`config.mk`:
```
export PLATFORM = sky130hd
export DESIGN_NAME = ads_top
export DESIGN_NICKNAME = d
export VERILOG_FILES = /design/src/design/ads_pkg.sv /design/src/design/ads_sig_if.sv /design/src/design/ads_carrier_div.sv /design/src/design/ads_data_switch.sv /design/src/design/ads_top.sv
export SDC_FILE = /design/constraint.sdc
export NUM_CORES = 1
export LEC_CHECK = 0
export BUFFER_PORTS_ARGS = -buffer_cell sky130_fd_sc_hd__buf_2
export CORE_UTILIZATION = 25
export CTS_BUF_LIST = sky130_fd_sc_hd__clkbuf_8
export DETAILED_ROUTE_END_ITERATION = 7
export MAX_ROUTING_LAYER = met4
export PLACE_DENSITY = 0.63
export SETUP_SLACK_MARGIN = 0.1
export SLEW_MARGIN = 20
export SYNTH_ARGS = -nofsm -noshare
export SYNTH_HDL_FRONTEND = slang
export SYNTH_SLANG_ARGS = --single-unit
```
`constraint.sdc`:
```
create_clock -name clock -period 2.2 [get_ports clock]
set_input_delay 0 -clock clock [delete_from_list [all_inputs] [get_ports clock]]
set_output_delay 0 -clock clock [all_outputs]
set_load 0.02 [all_outputs]
```
`src/design/ads_pkg.sv`:
```
// Constants and types for the antenna driver signal select block.
// Assumes the control words arrive as plain register ports.
package ads_pkg;

    // ------------------------------------------------------------
    // Widths
    // ------------------------------------------------------------
    localparam int PMOS_W = 6;  // PMOS conductance code width
    localparam int NMOS_W = 4;  // One NMOS field width
    localparam int REG_W  = 8;  // Control register width

    // ------------------------------------------------------------
    // Transmit control register fields
    // ------------------------------------------------------------
    localparam int CTL_OUT1_EN   = 0;
    localparam int CTL_OUT2_EN   = 1;
    localparam int CTL_FORCE_ASK = 2;
    localparam int CTL_OUT2_CW   = 3;
    localparam int CTL_INV1_OFF  = 4;
    localparam int CTL_INV2_OFF  = 5;
    localparam int CTL_INV1_ON   = 6;
    localparam int CTL_INV2_ON   = 7;

    // ------------------------------------------------------------
    // Other register fields
    // ------------------------------------------------------------
    localparam int NMOS_CW_LSB   = 4;  // Continuous-wave NMOS field
    localparam int NMOS_MOD_LSB  = 0;  // Modulation NMOS field
    localparam int TXS_MOUT_LSB  = 0;  // Modem output source, 4 bits
    localparam int TXS_DRV_LSB   = 4;  // Driver source, 2 bits
    localparam int RXS_SRC_LSB   = 6;  // Receive source, 2 bits
    localparam int TXM_INVMOD    = 3;  // Invert envelope
    localparam int TXM_SPEED_LSB = 4;  // Rate code, 3 bits
    localparam int TXM_FRAME     = 7;  // Framing enable
    localparam int SPEED_W       = 3;

    // ------------------------------------------------------------
    // Carrier timing
    // ------------------------------------------------------------
    localparam int XTAL_KHZ    = 27120;
    localparam int CARRIER_DIV = 2;
    localparam int CARRIER_KHZ = XTAL_KHZ / CARRIER_DIV;

    // ------------------------------------------------------------
    // Modem output source codes and reset values
    // ------------------------------------------------------------
    localparam logic [3:0] MOUT_LOW  = 4'h0;
    localparam logic [3:0] MOUT_HIGH = 4'h1;
    localparam logic [3:0] MOUT_ENV  = 4'h2;
    localparam logic [3:0] MOUT_ENC  = 4'h4;
    localparam logic [3:0] MOUT_RX   = 4'h6;
    localparam logic       OUT_RST   = 1'h0;

    typedef enum logic [1:0] {
        ADS_DRV_OFF  = 2'h0,
        ADS_DRV_INT  = 2'h1,
        ADS_DRV_PIN  = 2'h2,
        ADS_DRV_HIGH = 2'h3
    } ads_drv_src_t;

    typedef enum logic [1:0] {
        ADS_RX_LOW = 2'h0,
        ADS_RX_PIN = 2'h1,
        ADS_RX_INT = 2'h2,
        ADS_RX_ALT = 2'h3
    } ads_rx_src_t;

endpackage

```
`src/design/ads_sig_if.sv`:
```
// Carrier and drive envelope passed among the block's modules.
// Assumes all parties run on the same clock.
`timescale 1ns/10ps
`default_nettype none
interface ads_sig_if;
    logic carrier;       // Present carrier phase
    logic carrier_next;  // Phase in the coming cycle
    logic drive_env;     // Envelope chosen for the drivers

    modport div (output carrier, output carrier_next);
    modport sw  (output drive_env);
    modport top (input carrier, input carrier_next, input drive_env);
endinterface
`default_nettype wire

```
`src/design/ads_carrier_div.sv`:
```
// Carrier divider: halves the crystal clock into the carrier.
// Assumes clock is the crystal oscillator clock.
`timescale 1ns/10ps
`default_nettype none
module ads_carrier_div
    import ads_pkg::*;
(
    input  wire logic clock,
    input  wire logic nrst,
    ads_sig_if.div    sig
);

    logic carrier_reg;
    logic carrier_next;

    // ------------------------------------------------------------
    // Divide by two
    // ------------------------------------------------------------
    // Toggle every rising edge; next phase is published so outputs line up
    always_comb begin
        carrier_next = ~carrier_reg;
    end

    always_ff @(posedge clock or negedge nrst) begin
        if (!nrst) begin
            carrier_reg <= OUT_RST;
        end else begin
            carrier_reg <= carrier_next;
        end
    end

    assign sig.carrier      = carrier_reg;
    assign sig.carrier_next = carrier_next;
endmodule
`default_nettype wire

```
`src/design/ads_data_switch.sv`:
```
// Serial data switch between digital coder and analog front end.
// Assumes modem_input_pin is asynchronous; other inputs share clock.
`timescale 1ns/10ps
`default_nettype none
module ads_data_switch
    import ads_pkg::*;
(
    input  wire logic        clock,
    input  wire logic        nrst,
    input  wire logic [3:0]  mout_sel,
    input  wire logic [1:0]  drv_sel,
    input  wire logic [1:0]  rx_sel,
    input  wire logic        tx_envelope,
    input  wire logic        tx_encoded,
    input  wire logic        analog_rx_data,
    input  wire logic        modem_input_pin,
    output logic             modem_output_pin,
    output logic             rx_serial_data,
    ads_sig_if.sw            sig
);

    logic pin_s1_reg, pin_s2_reg;
    logic pin_s1_next, pin_s2_next;
    logic mout_reg, mout_next;
    logic rx_reg, rx_next;

    // ------------------------------------------------------------
    // Routing
    // ------------------------------------------------------------
    // Pin input is synchronised before any route may see it
    always_comb begin
        pin_s1_next = modem_input_pin;
        pin_s2_next = pin_s1_reg;
        case (mout_sel)
            MOUT_HIGH: mout_next = 1'b1;
            MOUT_ENV:  mout_next = tx_envelope;
            MOUT_ENC:  mout_next = tx_encoded;
            MOUT_RX:   mout_next = analog_rx_data;
            default:   mout_next = 1'b0;
        endcase
        case (ads_rx_src_t'(rx_sel))
            ADS_RX_PIN: rx_next = pin_s2_reg;
            ADS_RX_INT: rx_next = analog_rx_data;
            ADS_RX_ALT: rx_next = analog_rx_data;
            default:    rx_next = 1'b0;
        endcase
        case (ads_drv_src_t'(drv_sel))
            ADS_DRV_INT:  sig.drive_env = tx_envelope;
            ADS_DRV_PIN:  sig.drive_env = pin_s2_reg;
            ADS_DRV_HIGH: sig.drive_env = 1'b1;
            default:      sig.drive_env = 1'b0;
        endcase
    end

    always_ff @(posedge clock or negedge nrst) begin
        if (!nrst) begin
            pin_s1_reg <= OUT_RST;
            pin_s2_reg <= OUT_RST;
            mout_reg   <= OUT_RST;
            rx_reg     <= OUT_RST;
        end else begin
            pin_s1_reg <= pin_s1_next;
            pin_s2_reg <= pin_s2_next;
            mout_reg   <= mout_next;
            rx_reg     <= rx_next;
        end
    end

    assign modem_output_pin = mout_reg;
    assign rx_serial_data   = rx_reg;
endmodule
`default_nettype wire

```
`src/design/ads_top.sv`:
```
// Antenna driver signal select: drive levels and conductance codes
// for the two antenna outputs, plus the serial data switch.
// Assumes register ports are static words from the same clock.
// A control change shows one clock later; a change of envelope
// source mid-carrier may give one long carrier half at the pin.
`timescale 1ns/10ps
`default_nettype none
module ads_top
    import ads_pkg::*;
#(
    parameter int P_W = PMOS_W,
    parameter int N_W = NMOS_W
) (
    input  wire logic             clock,
    input  wire logic             nrst,
    input  wire logic [REG_W-1:0] transmit_control_reg,
    input  wire logic [REG_W-1:0] transmit_mode_reg,
    input  wire logic [REG_W-1:0] transmit_source_select_reg,
    input  wire logic [REG_W-1:0] receive_source_select_reg,
    input  wire logic [P_W-1:0]   cw_pmos_conductance_reg,
    input  wire logic [P_W-1:0]   mod_pmos_conductance_reg,
    input  wire logic [2*N_W-1:0] nmos_conductance_reg,
    input  wire logic             tx_envelope,
    input  wire logic             tx_encoded,
    input  wire logic             analog_rx_data,
    input  wire logic             modem_input_pin,
    output logic                  antenna_out_a,
    output logic                  antenna_out_b,
    output logic [P_W-1:0]        pmos_sel_a,
    output logic [P_W-1:0]        pmos_sel_b,
    output logic [N_W-1:0]        nmos_sel_a,
    output logic [N_W-1:0]        nmos_sel_b,
    output logic                  modem_output_pin,
    output logic                  rx_serial_data,
    output logic [SPEED_W-1:0]    tx_speed_code,
    output logic                  tx_framing_en
);

    // ------------------------------------------------------------
    // Elaboration checks
    // ------------------------------------------------------------
    // Field positions in the package assume these widths
    if (P_W < 1 || P_W > REG_W) begin : g_pw_chk
        $error("PMOS width out of range");
    end
    if (N_W != NMOS_W) begin : g_nw_chk
        $error("NMOS field width must match register layout");
    end

    // ------------------------------------------------------------
    // Submodules
    // ------------------------------------------------------------
    ads_sig_if sig ();

    ads_carrier_div u_div (
        .clock (clock),
        .nrst  (nrst),
        .sig   (sig)
    );

    ads_data_switch u_sw (
        .clock            (clock),
        .nrst             (nrst),
        .mout_sel         (transmit_source_select_reg[TXS_MOUT_LSB +: 4]),
        .drv_sel          (transmit_source_select_reg[TXS_DRV_LSB +: 2]),
        .rx_sel           (receive_source_select_reg[RXS_SRC_LSB +: 2]),
        .tx_envelope      (tx_envelope),
        .tx_encoded       (tx_encoded),
        .analog_rx_data   (analog_rx_data),
        .modem_input_pin  (modem_input_pin),
        .modem_output_pin (modem_output_pin),
        .rx_serial_data   (rx_serial_data),
        .sig              (sig)
    );

    // ------------------------------------------------------------
    // Decoding functions
    // ------------------------------------------------------------
    // Level of one output; disabled outputs park low for quiet pins
    function automatic logic drive_level(
        input logic en,
        input logic cw,
        input logic force_ask,
        input logic inv_on,
        input logic inv_off,
        input logic env,
        input logic rf
    );
        logic lvl;
        lvl = 1'b0;
        if (!en) begin
            lvl = 1'b0;
        end else if (cw || env) begin
            lvl = inv_on ? ~rf : rf;
        end else if (force_ask) begin
            lvl = 1'b0;
        end else begin
            lvl = inv_off ? ~rf : rf;
        end
        return lvl;
    endfunction

    // Conductance set in use: CW unless modulating
    function automatic logic use_cw(
        input logic cw,
        input logic env
    );
        return cw | env;
    endfunction

    // ------------------------------------------------------------
    // Control decode
    // ------------------------------------------------------------
    logic en_a, en_b, force_ask, cw_b;
    logic inv1_on, inv1_off, inv2_on, inv2_off;
    logic env;
    logic [N_W-1:0] nmos_cw, nmos_mod;

    // Bits taken straight from the control register and the NMOS conductance register
    assign en_a      = transmit_control_reg[CTL_OUT1_EN];
    assign en_b      = transmit_control_reg[CTL_OUT2_EN];
    assign force_ask = transmit_control_reg[CTL_FORCE_ASK];
    assign cw_b      = transmit_control_reg[CTL_OUT2_CW];
    assign inv1_on   = transmit_control_reg[CTL_INV1_ON];
    assign inv1_off  = transmit_control_reg[CTL_INV1_OFF];
    assign inv2_on   = transmit_control_reg[CTL_INV2_ON];
    assign inv2_off  = transmit_control_reg[CTL_INV2_OFF];
    assign nmos_cw   = nmos_conductance_reg[NMOS_CW_LSB +: N_W];
    assign nmos_mod  = nmos_conductance_reg[NMOS_MOD_LSB +: N_W];

    // Mode register may invert the envelope seen by the drivers
    assign env = sig.drive_env ^ transmit_mode_reg[TXM_INVMOD];

    // ------------------------------------------------------------
    // Output state
    // ------------------------------------------------------------
    logic             out_a_reg, out_a_next;
    logic             out_b_reg, out_b_next;
    logic [P_W-1:0]   pa_reg, pa_next, pb_reg, pb_next;
    logic [N_W-1:0]   na_reg, na_next, nb_reg, nb_next;
    logic [SPEED_W-1:0] speed_reg, speed_next;
    logic             frame_reg, frame_next;

    // Next values; levels use the next carrier phase so the
    // registered outputs stay in step with the divider
    always_comb begin
        logic cwa, cwb;
        logic [P_W-1:0] pa, pb;
        logic [N_W-1:0] na, nb;
        cwa = use_cw(1'b0, env);
        cwb = use_cw(cw_b, env);
        pa  = cwa ? cw_pmos_conductance_reg
                  : mod_pmos_conductance_reg;
        na  = cwa ? nmos_cw : nmos_mod;
        pb  = cwb ? cw_pmos_conductance_reg
                  : mod_pmos_conductance_reg;
        nb  = cwb ? nmos_cw : nmos_mod;
        out_a_next = drive_level(en_a, 1'b0, force_ask, inv1_on,
                                 inv1_off, env, sig.carrier_next);
        out_b_next = drive_level(en_b, cw_b, force_ask, inv2_on,
                                 inv2_off, env, sig.carrier_next);
        // A lone driver lends its setting to the idle one
        if (en_a && !en_b) begin
            pb = pa;
            nb = na;
        end else if (en_b && !en_a) begin
            pa = pb;
            na = nb;
        end
        pa_next    = pa;
        na_next    = na;
        pb_next    = pb;
        nb_next    = nb;
        speed_next = transmit_mode_reg[TXM_SPEED_LSB +: SPEED_W];
        frame_next = transmit_mode_reg[TXM_FRAME];
    end

    always_ff @(posedge clock or negedge nrst) begin
        if (!nrst) begin
            out_a_reg <= OUT_RST;
            out_b_reg <= OUT_RST;
            pa_reg    <= '0;
            pb_reg    <= '0;
            na_reg    <= '0;
            nb_reg    <= '0;
            speed_reg <= '0;
            frame_reg <= OUT_RST;
        end else begin
            out_a_reg <= out_a_next;
            out_b_reg <= out_b_next;
            pa_reg    <= pa_next;
            pb_reg    <= pb_next;
            na_reg    <= na_next;
            nb_reg    <= nb_next;
            speed_reg <= speed_next;
            frame_reg <= frame_next;
        end
    end

    // Outputs come straight from the registers above
    assign antenna_out_a = out_a_reg;
    assign antenna_out_b = out_b_reg;
    assign pmos_sel_a    = pa_reg;
    assign pmos_sel_b    = pb_reg;
    assign nmos_sel_a    = na_reg;
    assign nmos_sel_b    = nb_reg;
    assign tx_speed_code = speed_reg;
    assign tx_framing_en = frame_reg;
endmodule
`default_nettype wire

```
# [Word level (Yosys, flattened, before mapping)]
# Cells that the tools add are included.
[op_classes] n_bitwise=3 eq_ne=10 n_mux=23 n_reduce_logical=6
[op_table] cell="2-to-1 mux 6 bit" count=5
[op_table] cell="2-to-1 mux 4 bit" count=5
[op_table] cell="2-to-1 mux 1 bit" count=10
[op_table] cell="== test 2 bit, second input constant" count=4
[op_table] cell="== test 4 x 3 -> 1 bit, second input constant" count=2
[op_table] cell="== test 2 x 1 -> 1 bit, second input constant" count=2
[op_table] cell="== test 4 x 1 -> 1 bit, second input constant" count=1
[op_table] cell="== test 4 x 2 -> 1 bit, second input constant" count=1
[op_table] cell="one-hot mux 1 bit (4 select lines)" count=1
[op_table] cell="one-hot mux 1 bit (3 select lines)" count=1
[op_table] cell="logical AND 1 bit" count=2
[op_table] cell="zero test 1 bit" count=2
[op_table] cell="one-hot mux 1 bit (2 select lines)" count=1
[op_table] cell="OR reduction 2 bit" count=1
[op_table] cell="logical OR 1 bit" count=1
[op_table] cell="inverter 1 bit" count=1
[op_table] cell="bitwise OR 1 bit" count=1
[op_table] cell="bitwise XOR 1 bit" count=1
[totals] input_bits=58 out_inout_bits=28 elab_cells=55 ff_bits=31

# [Longest topological paths before layout]
# Gate-level depths: netlist of run 1.
[logic_depth] ltp_word=7 mapped_depth=4 depth_no_buf=4

# [Cells and area by module]
# From an unflattened synthesis of run 1, not the netlist that was laid out.
[unflattened] cells_unflattened=81 hier_area_um2=1216.2
[modules_own_cells] module="ads_top" seq_area_each_um2=650.6 cells_each=63 n_inst=1 area_each_um2=1017.2
[modules_own_cells] module="ads_data_switch" seq_area_each_um2=100.1 cells_each=16 n_inst=1 area_each_um2=170.2
[modules_own_cells] module="ads_carrier_div" seq_area_each_um2=25.0 cells_each=2 n_inst=1 area_each_um2=28.8

# [Worst setup path before layout of run 1]
# Ideal clock, no wire load.
[synth_timing] path_kind="reg-to-reg" start="register u_sw.pin_s2_reg" end="register na_reg[0], in the netlist nmos_sel_a[0]" slack_ns=0.752 stages_incl_launch_ff=5 arrival_ns=1.323 n_path_buf=0 synth_period_minus_slack_ns=1.448 setup_time_ns=0.125 cell_sequence="dfrtp_1 > nor2_1 > or3_4 > o211ai_4 > mux2_2"
[synth_via] elab_chain_len=6 word_cells_on_any_way=7
[synth_rtl] element="start, declared" line="ads_data_switch.sv:22" text="logic pin_s1_reg, pin_s2_reg;"
[synth_rtl] element="start signal, assigned" line="ads_data_switch.sv:63" text="pin_s2_reg <= pin_s2_next;"
[synth_rtl] element="one-hot mux 1 bit (3 select lines) (*)" line="ads_data_switch.sv:47" text="case (ads_drv_src_t'(drv_sel))"
[synth_rtl] element="bitwise XOR 1 bit (*)" line="ads_top.sv:132" text="assign env = sig.drive_env ^ transmit_mode_reg[TXM_INVMOD];"
[synth_rtl] element="bitwise OR 1 bit" line="ads_top.sv:108" text="return cw | env;"
[synth_rtl] element="2-to-1 mux 4 bit" line="ads_top.sv:157" text="nb = cwb ? nmos_cw : nmos_mod;"
[synth_rtl] element="2-to-1 mux 4 bit" line="ads_top.sv:166" text="end else if (en_b && !en_a) begin"
[synth_rtl] element="2-to-1 mux 4 bit (*)" line="ads_top.sv:163" text="if (en_a && !en_b) begin"
[synth_rtl] element="net na_next[0]" line="ads_top.sv:140" text="logic [N_W-1:0] na_reg, na_next, nb_reg, nb_next;"
[synth_rtl] element="end signal, assigned" line="ads_top.sv:193" text="na_reg <= na_next;"
[synth_rtl] element="end, declared" line="ads_top.sv:140"
# Mark *: on every way through the listed nets, which the timed path passes. The rest lies on a longest branch.

# [Final worst setup path of run 1]
[layout_timing] start="register u_sw.pin_s2_reg" end="register nb_reg[2], in the netlist nmos_sel_b[2]"
[layout_via] elab_chain_len=5 word_cells_on_any_way=6
[layout_rtl] element="one-hot mux 1 bit (3 select lines) (*)" line="ads_data_switch.sv:47"
[layout_rtl] element="bitwise XOR 1 bit (*)" line="ads_top.sv:132"
[layout_rtl] element="bitwise OR 1 bit" line="ads_top.sv:108"
[layout_rtl] element="2-to-1 mux 4 bit" line="ads_top.sv:157"
[layout_rtl] element="2-to-1 mux 4 bit (*)" line="ads_top.sv:163"
[layout_rtl] element="net nb_next[2]" line="ads_top.sv:140"
[layout_rtl] element="end signal, assigned" line="ads_top.sv:194" text="nb_reg <= nb_next;"
[layout_rtl] element="end, declared" line="ads_top.sv:140"
# Marked as above.

==> flow_summary.toml, run 1 <==
[outcome]
status = "finished clean"

[layout]
fillers = 456
drive_gt1_share_pct = 52.2
num-nets-final = 260
mostFrequentLayoutCells = "74 x buf_2, 34 x dlygate4sd3_1, 31 x dfrtp_1, 19 x mux2_2, 7 x clkbuf_8"
syn2layout_area_growth_pct = 73.3
final_common_cell = "buf_2"
final_cells = 270
seq_area_um2 = 776
final_util_pct = 45.1
multiInputGateArea_um2 = 445
num_antenna_cells = 0

[hold_path]
whs_path_depth = 4
min_path_type = "input port to register"

[worst_setup_path]
rrSetupSlack_ps = 260
crit_arrival_ps = 2100
critPathRequiredTime_ps = 2360
r2r_cells = 5
cp-end-kind = "register"
critPathKind = "register to register"
startpoint_type = "register"
cp_max_fo = 4

[synth]
synth.area.top_cells = "dfrtp_1 63%, mux2_2 17%, xnor2_1 2.1%, o211ai_4 1.7%, mux2i_1 1.6%"
ys_warn_count = 0
yosysSeqAreaShare_pct = 62.8
yosysTopAreaCell = "dfrtp_1"
synth_fp_nets = 144
ys_seq_elements = 31
yosysUniqueCellTypes = 23
yosys.area.top_type_share_pct = 62.8
syn_inst = 86
syn_area_um2 = 1240
syn_area_per_cell_um2 = 14.4

[drt]
drt_iter0_drc = 15
wire_per_inst_um = 11.0
ant_nets = 0
finalWirelength_mm = 2.97
via_per_inst = 4.02
drc_errors = 0
first_pass_iters = 4
vias = 1086

[cts]
htree_levels = 2
cts_sinks = 31
cts_made_buffers = 5
clock-root-buffer = "clkbuf_8"
post_cts_resized = 0
clk_latency_ps = 280
cts_tree = "done"
clk_path_buf_depth = 2
clkTransAtPathRegs_ps = 60

[sta]
maxSlewViolCount = 0
period_minus_slack_ps = 1940
layout_setup_ws_ps = 257
clock_skew_ps = 5.95
fin_hold_ws_ps = 33.8
max_freq_ghz = 0.515
tightest_slew_ps = 685
hold_violations = 0
fin_crit_sh_pct = 88.3
tns_ps = 0
slew_headroom_pct = 54.3
setup_viol = 0
rsz0062_at_grt = "no"

[floorplan]
die_w_um = 72.3
design.core.area_um2 = 4750
initial_core_util_pct = 26.0
rows = 25
die-height_um = 72.3
fp.dieArea_um2 = 5230
ios = 86

[power]
ir_worst_vdd_mv = 0.254
p_per_area_nw_per_um2 = 665
p_leak_uw = 0.00105

[job]
drv_cap = 0

[global_route]
antenna_found_initial = 0
use_met1_pct = 12.3
grt_pass1_wl_mm = 4.72
grt_use_met2_pct = 22.3
busiest_layer = "met2"
grt_use_total_pct = 12.4
grt_pass1_vias = 1116
grt_max_degree = 32
overflow = 0
grtUsageMet3_pct = 3.75

[place]
gp_congestion = 0.660
dp_hpwl_mm = 1.94
dp.cells = 226
pre_cts_ws_ps = 616
portBuffers = 74
## per-layer routing
layer	up-vias	share of wire [%]
met5	-	0
met4	0	1.4
met3	6	6.3
met2	48	52
met1	498	41
li1	534	-
## cell type report
type / count / share of cell area (%)
Clock buffer: 7 / 4.50
Clock inverter: 1 / 0.175
Inverter: 3 / 0.526
Tap cell: 67 / 3.91
Sequential cell: 31 / 36.2
Multi-Input combinational cell: 51 / 20.8
Timing Repair Buffer: 110 / 33.9
## worst paths after layout
check / from / end
max in group asynchronous: nrst / nmos_sel_b[1]$_DFF_PN0_
worst max-delay path: u_sw.pin_s2_reg$_DFF_PN0_ / nmos_sel_b[2]$_DFF_PN0_
worst max register to register: u_sw.pin_s2_reg$_DFF_PN0_ / nmos_sel_b[2]$_DFF_PN0_
worst min-delay path: transmit_control_reg[7] / antenna_out_b$_DFF_PN0_
worst min register to register: u_sw.pin_s1_reg$_DFF_PN0_ / u_sw.pin_s2_reg$_DFF_PN0_
min in group asynchronous: nrst / u_sw.pin_s2_reg$_DFF_PN0_
## cell usage after synthesis
library cell / count
o211ai_4: 1
o21a_1: 1
mux2i_1: 2
nand3_4: 1
o21ai_2: 1
nand3_1: 2
mux2_2: 19
mux2_1: 1
nor3_1: 1
o21ai_0: 3
a21oi_1: 1
nor4b_1: 1
inv_1: 3
clkbuf_1: 1
nand2_1: 5
xor2_1: 1
dfrtp_1: 31
xnor2_1: 3
nor2_1: 4
or3_4: 1
a311oi_1: 1
or3_1: 1
o22ai_1: 1
## cell families after synthesis
family                    count (synthesis)  synth area share [%]
and+or+nand+nor                          16                  7.49
buffers and inverters                     4                  1.21
AOI/OAI and AO/OA                         9                  5.87
muxes                                    22                  19.8
DFF                                      31                  62.8
xor gates and xnor gates                  4                  2.83
## what timing repair did
item                       CTS  global route
buffers inserted             0             2
hold endpoints to repair    60             0
hold buffers                34             0
setup endpoints to repair    0             1
## power by group
group | switching [µW] | internal [µW]
logic | 160 | 162
registers | 9.90 | 618
clock network | 195 | 280
## stage by stage
step | instance area [µm²] | total power [µW]
after global routing | 2140 | 1500
after detailed placement | 1690 | 909
final | 2140 | 1430
after CTS | 2130 | 1440
after global placement | 1690 | 906
after floorplan | 1240 | 788
## critical path, stage by stage, from the launching register on
cell and delay, ps:
dfrtp_1 340, nor2_1 90, or3_4 420, nand3_4 110, mux2_2 320, dlygate4sd3_1 550
Power figures use the tool's default switching activity.
==> run 2, diff against run 1 <==
Settings changed: RECOVER_POWER from default to 25.
==> run 2 against run 1 <==
Clock power about the same. Die area unchanged. Critical endpoint unchanged. Clock skew about the same. Highest routed layer unchanged. Final area decreased by 0.88%.
==> flow_summary.toml, run 2 (synthesis gave the netlist of run 1 again) <==
[outcome]
status = "finished clean"

[floorplan]
rows = 25
design.core.area_um2 = 4750
die_w_um = 72.3
die-height_um = 72.3
ios = 86
initial_core_util_pct = 26.0
fp.dieArea_um2 = 5230

[place]
dp_hpwl_mm = 1.94
portBuffers = 74
gp_congestion = 0.660

[layout]
final_common_cell = "buf_2"
drive_gt1_share_pct = 44.8
num_antenna_cells = 0
mostFrequentLayoutCells = "59 x buf_2, 34 x dlygate4sd3_1, 31 x dfrtp_1, 19 x mux2_2, 15 x clkbuf_1"
syn2layout_area_growth_pct = 71.8
num-nets-final = 260
final_util_pct = 44.7

[drt]
via_per_inst = 4.01
wire_per_inst_um = 11.1
ant_nets = 0
vias = 1084
first_pass_iters = 4
drt_iter0_drc = 25
drc_errors = 0
finalWirelength_mm = 2.99

[worst_setup_path]
crit_arrival_ps = 2100
cp-end-kind = "register"
critPathRequiredTime_ps = 2360
startpoint_type = "register"
cp_max_fo = 4
critPathKind = "register to register"

[sta]
setup_viol = 0
tightest_slew_ps = 686
clock_skew_ps = 5.95
max_freq_ghz = 0.515
period_minus_slack_ps = 1940
maxSlewViolCount = 0
slew_headroom_pct = 54.3
hold_violations = 0
rsz0062_at_grt = "no"
fin_crit_sh_pct = 88.3
tns_ps = 0

[job]
drv_cap = 0

[power]
ir_worst_vdd_mv = 0.254
p_leak_uw = 0.00100
p_per_area_nw_per_um2 = 669

[global_route]
grt_pass1_vias = 1116
grt_use_total_pct = 12.4
overflow = 0
grt_pass1_wl_mm = 4.72
antenna_found_initial = 0
grt_max_degree = 32

[cts]
cts_sinks = 31
post_cts_resized = 0
htree_levels = 2
clk_path_buf_depth = 2
clk_latency_ps = 280
clock-root-buffer = "clkbuf_8"
cts_tree = "done"
clkTransAtPathRegs_ps = 60
cts_made_buffers = 5

[hold_path]
min_path_type = "input port to register"
-- run 2: changes by cell type in the layout (fill, tap and decap cells not counted) --
cell | before | now
buf_2 | 74 | 59
clkbuf_1 | 0 | 15
-- run 2: worst max-delay path, cell delays in order, from the launching register on --
cell and delay [ps]:
dfrtp_1 340, nor2_1 90, or3_4 420, nand3_4 110, mux2_2 320, dlygate4sd3_1 550
-- run 2: area by class of cell --
type	count	area (µm²)
Clock buffer	7	96.3
Clock inverter	1	3.75
Fill cell	465	2630
Inverter	3	11.3
Multi-Input combinational cell	51	445
Sequential cell	31	776
Tap cell	67	83.8
Timing Repair Buffer	110	707
-- run 2: where the power goes --
group	switching [µW]	internal, µW	total (µW)
clock network	195	280	475
logic	161	155	315
registers	10.9	618	629
total	367	1050	1420
-- run 2: path summary, 6_finish.rpt --
kind | depth (start not counted) | start | slack, ps | end
max | 5 | u_sw.pin_s2_reg$_DFF_PN0_ | 260 | nmos_sel_b[2]$_DFF_PN0_
min | 4 | transmit_control_reg[7] | 30 | antenna_out_b$_DFF_PN0_
max reg2reg | 5 | u_sw.pin_s2_reg$_DFF_PN0_ | 260 | nmos_sel_b[2]$_DFF_PN0_
min reg2reg | 0 | u_sw.pin_s1_reg$_DFF_PN0_ | 350 | u_sw.pin_s2_reg$_DFF_PN0_
max in group asynchronous | 2 | nrst | 1460 | nmos_sel_b[1]$_DFF_PN0_
min in group asynchronous | 2 | nrst | 300 | u_sw.pin_s2_reg$_DFF_PN0_
-- run 2: routing by layer --
metal  GRT usage (%)  part of all wire, %  vias to the layer above
met4            5.01                  1.4                        0
met3            3.75                  6.4                        6
li1                -                    -                      534
met1            12.3                   41                      496
met2            22.3                   51                       48
met5               -                    0                        -
-- run 2: what timing repair did --
| item | in CTS | in global routing |
|---|---|---|
| buffers inserted | 0 | 2 |
| hold buffers | 34 | 0 |
| endpoints found under the hold margin | 60 | 0 |
| endpoints found under the setup margin | 0 | 1 |
-- run 2: stage by stage --
step	worst slack (ps)	total power [µW]	instance area [µm²]	instances	hold slack [ps]
floorplan	752	788	1240	86	-296
global placement	632	906	1690	226	86.9
detailed placement	616	909	1690	226	87.3
CTS	112	1440	2130	268	23.1
global route	197	1490	2120	270	61.8
finish	257	1420	2120	270	33.8
==> run 3, diff against run 2 <==
Clock period 2.2 ns to 2.36 ns, I/O delays scaled along.
==> run 3 against run 2 <==
Global-route usage up 0.84 points. Non-clock buffer count up 5. Flip-flop and latch count unchanged. Cell count up 1.5%. Register-to-register slack worse by 20 ps. Critical path type unchanged. Critical endpoint is now pmos_sel_a[0]$_DFF_PN0_. Largest power group unchanged.
==> flow_summary.toml, run 3 (synthesis gave the netlist of run 1 again) <==
[floorplan]
fp.dieArea_um2 = 5230
die-height_um = 72.3
die_w_um = 72.3
initial_core_util_pct = 26.0
ios = 86
design.core.area_um2 = 4750
rows = 25

[layout]
drive_gt1_share_pct = 43.0
final_area_um2 = 2170
final_cells = 274
mostFrequentLayoutCells = "59 x buf_2, 41 x dlygate4sd3_1, 31 x dfrtp_1, 19 x mux2_2, 15 x clkbuf_1"
final_common_cell = "buf_2"
syn2layout_area_growth_pct = 75.2
num_antenna_cells = 0
num-nets-final = 265

[place]
dpl_cell_area_um2 = 1690
dp_hpwl_mm = 1.94
dp.cells = 226
portBuffers = 74
gp_congestion = 0.668

[worst_setup_path]
r2r_start = "u_sw.pin_s2_reg$_DFF_PN0_"
critPathKind = "register to register"
crit_arrival_ps = 2280
critPathRequiredTime_ps = 2510
cp_max_fo = 10
cp-end-kind = "register"
timing.rr.end = "pmos_sel_a[0]$_DFF_PN0_"
startpoint_type = "register"
rrSetupSlack_ps = 230
r2r_cells = 5

[sta]
max_freq_ghz = 0.470
tns_ps = 0
rsz0062_at_grt = "no"
hold_violations = 0
fin_hold_ws_ps = 11.5
slew_headroom_pct = 53.6
setup_viol = 0
clock_skew_ps = 4.72
period_minus_slack_ps = 2130
tightest_slew_ps = 695
fin_crit_sh_pct = 90.1
maxSlewViolCount = 0

[hold_path]
min_path_type = "input port to register"
hold_path_end = "antenna_out_a$_DFF_PN0_"
hp-start = "transmit_control_reg[0]"
whs_path_depth = 3

[outcome]
status = "finished clean"

[cts]
clkTransAtPathRegs_ps = 60
clock-root-buffer = "clkbuf_8"
clk_latency_ps = 270
cts_made_buffers = 5
post_cts_resized = 0
cts_tree = "done"
clk_path_buf_depth = 2
cts_sinks = 31
htree_levels = 2

[global_route]
grt_max_degree = 32
grt_pass1_vias = 1221
grt_pass1_wl_mm = 5.05
antenna_found_initial = 0
grt_use_total_pct = 13.2
overflow = 0

[drt]
vias = 1117
via_per_inst = 4.08
ant_nets = 0
drt_iter0_drc = 22
finalWirelength_mm = 3.11
first_pass_iters = 4
wire_per_inst_um = 11.4
drc_errors = 0

[job]
drv_cap = 0

[power]
ir_worst_vdd_mv = 0.209
p_per_area_nw_per_um2 = 603
p_leak_uw = 0.00101
==> run 3: report_power, final <==
group          switching (µW)  internal (µW)
Sequential               10.4            576
Clock                     181            228
Combinational             153            158
Total                     344            962
==> run 3: how the worst max path moves through the flow <==
stage	from	endpoint	depth (start not counted)
finish	u_sw.pin_s2_reg$_DFF_PN0_	pmos_sel_a[0]$_DFF_PN0_	5
global route	u_sw.pin_s2_reg$_DFF_PN0_	pmos_sel_a[4]$_DFF_PN0_	5
CTS	u_sw.pin_s2_reg$_DFF_PN0_	pmos_sel_a[0]$_DFF_PN0_	5
detailed placement	u_sw.pin_s2_reg$_DFF_PN0_	nmos_sel_a[2]$_DFF_PN0_	4
global placement	u_sw.pin_s2_reg$_DFF_PN0_	pmos_sel_a[2]$_DFF_PN0_	4
floorplan	u_sw.pin_s2_reg$_DFF_PN0_	nmos_sel_a[0]$_DFF_PN0_	4
==> run 3: repair_timing <==
item,4_1_cts,5_1_grt
hold buffers,41,0
setup buffers,0,0
hold endpoints to repair,59,0
==> run 3: layout make-up <==
type                    instances  area, µm²
clock buffers                   6       82.6
clock inverters                 1       5.00
fillers                       477       2590
inverters                       3       11.3
multi-input cells              51        445
flip-flops and latches         31        776
well taps                      67       83.8
repair buffers                115        762
==> run 3: stage by stage <==
step	util, %	setup WS [ps]	total power [µW]
floorplan	-	912	734
global placement	35.5	793	845
detailed placement	35.5	779	847
CTS	45.9	227	1340
global route	45.6	110	1380
finish	45.6	234	1310
==> run 3: worst max-delay path: stages (launching register included) <==
cell	delay, ps
dfrtp_1	340
nor2_1	90
or3_4	410
o211ai_4	210
mux2_2	390
dlygate4sd3_1	550
==> run 3: metal layers <==
layer	routed length [µm]	global-route usage (%)
met5	0	-
met1	1210	12.0
met2	1650	25.5
met4	39	4.79
met3	218	3.89
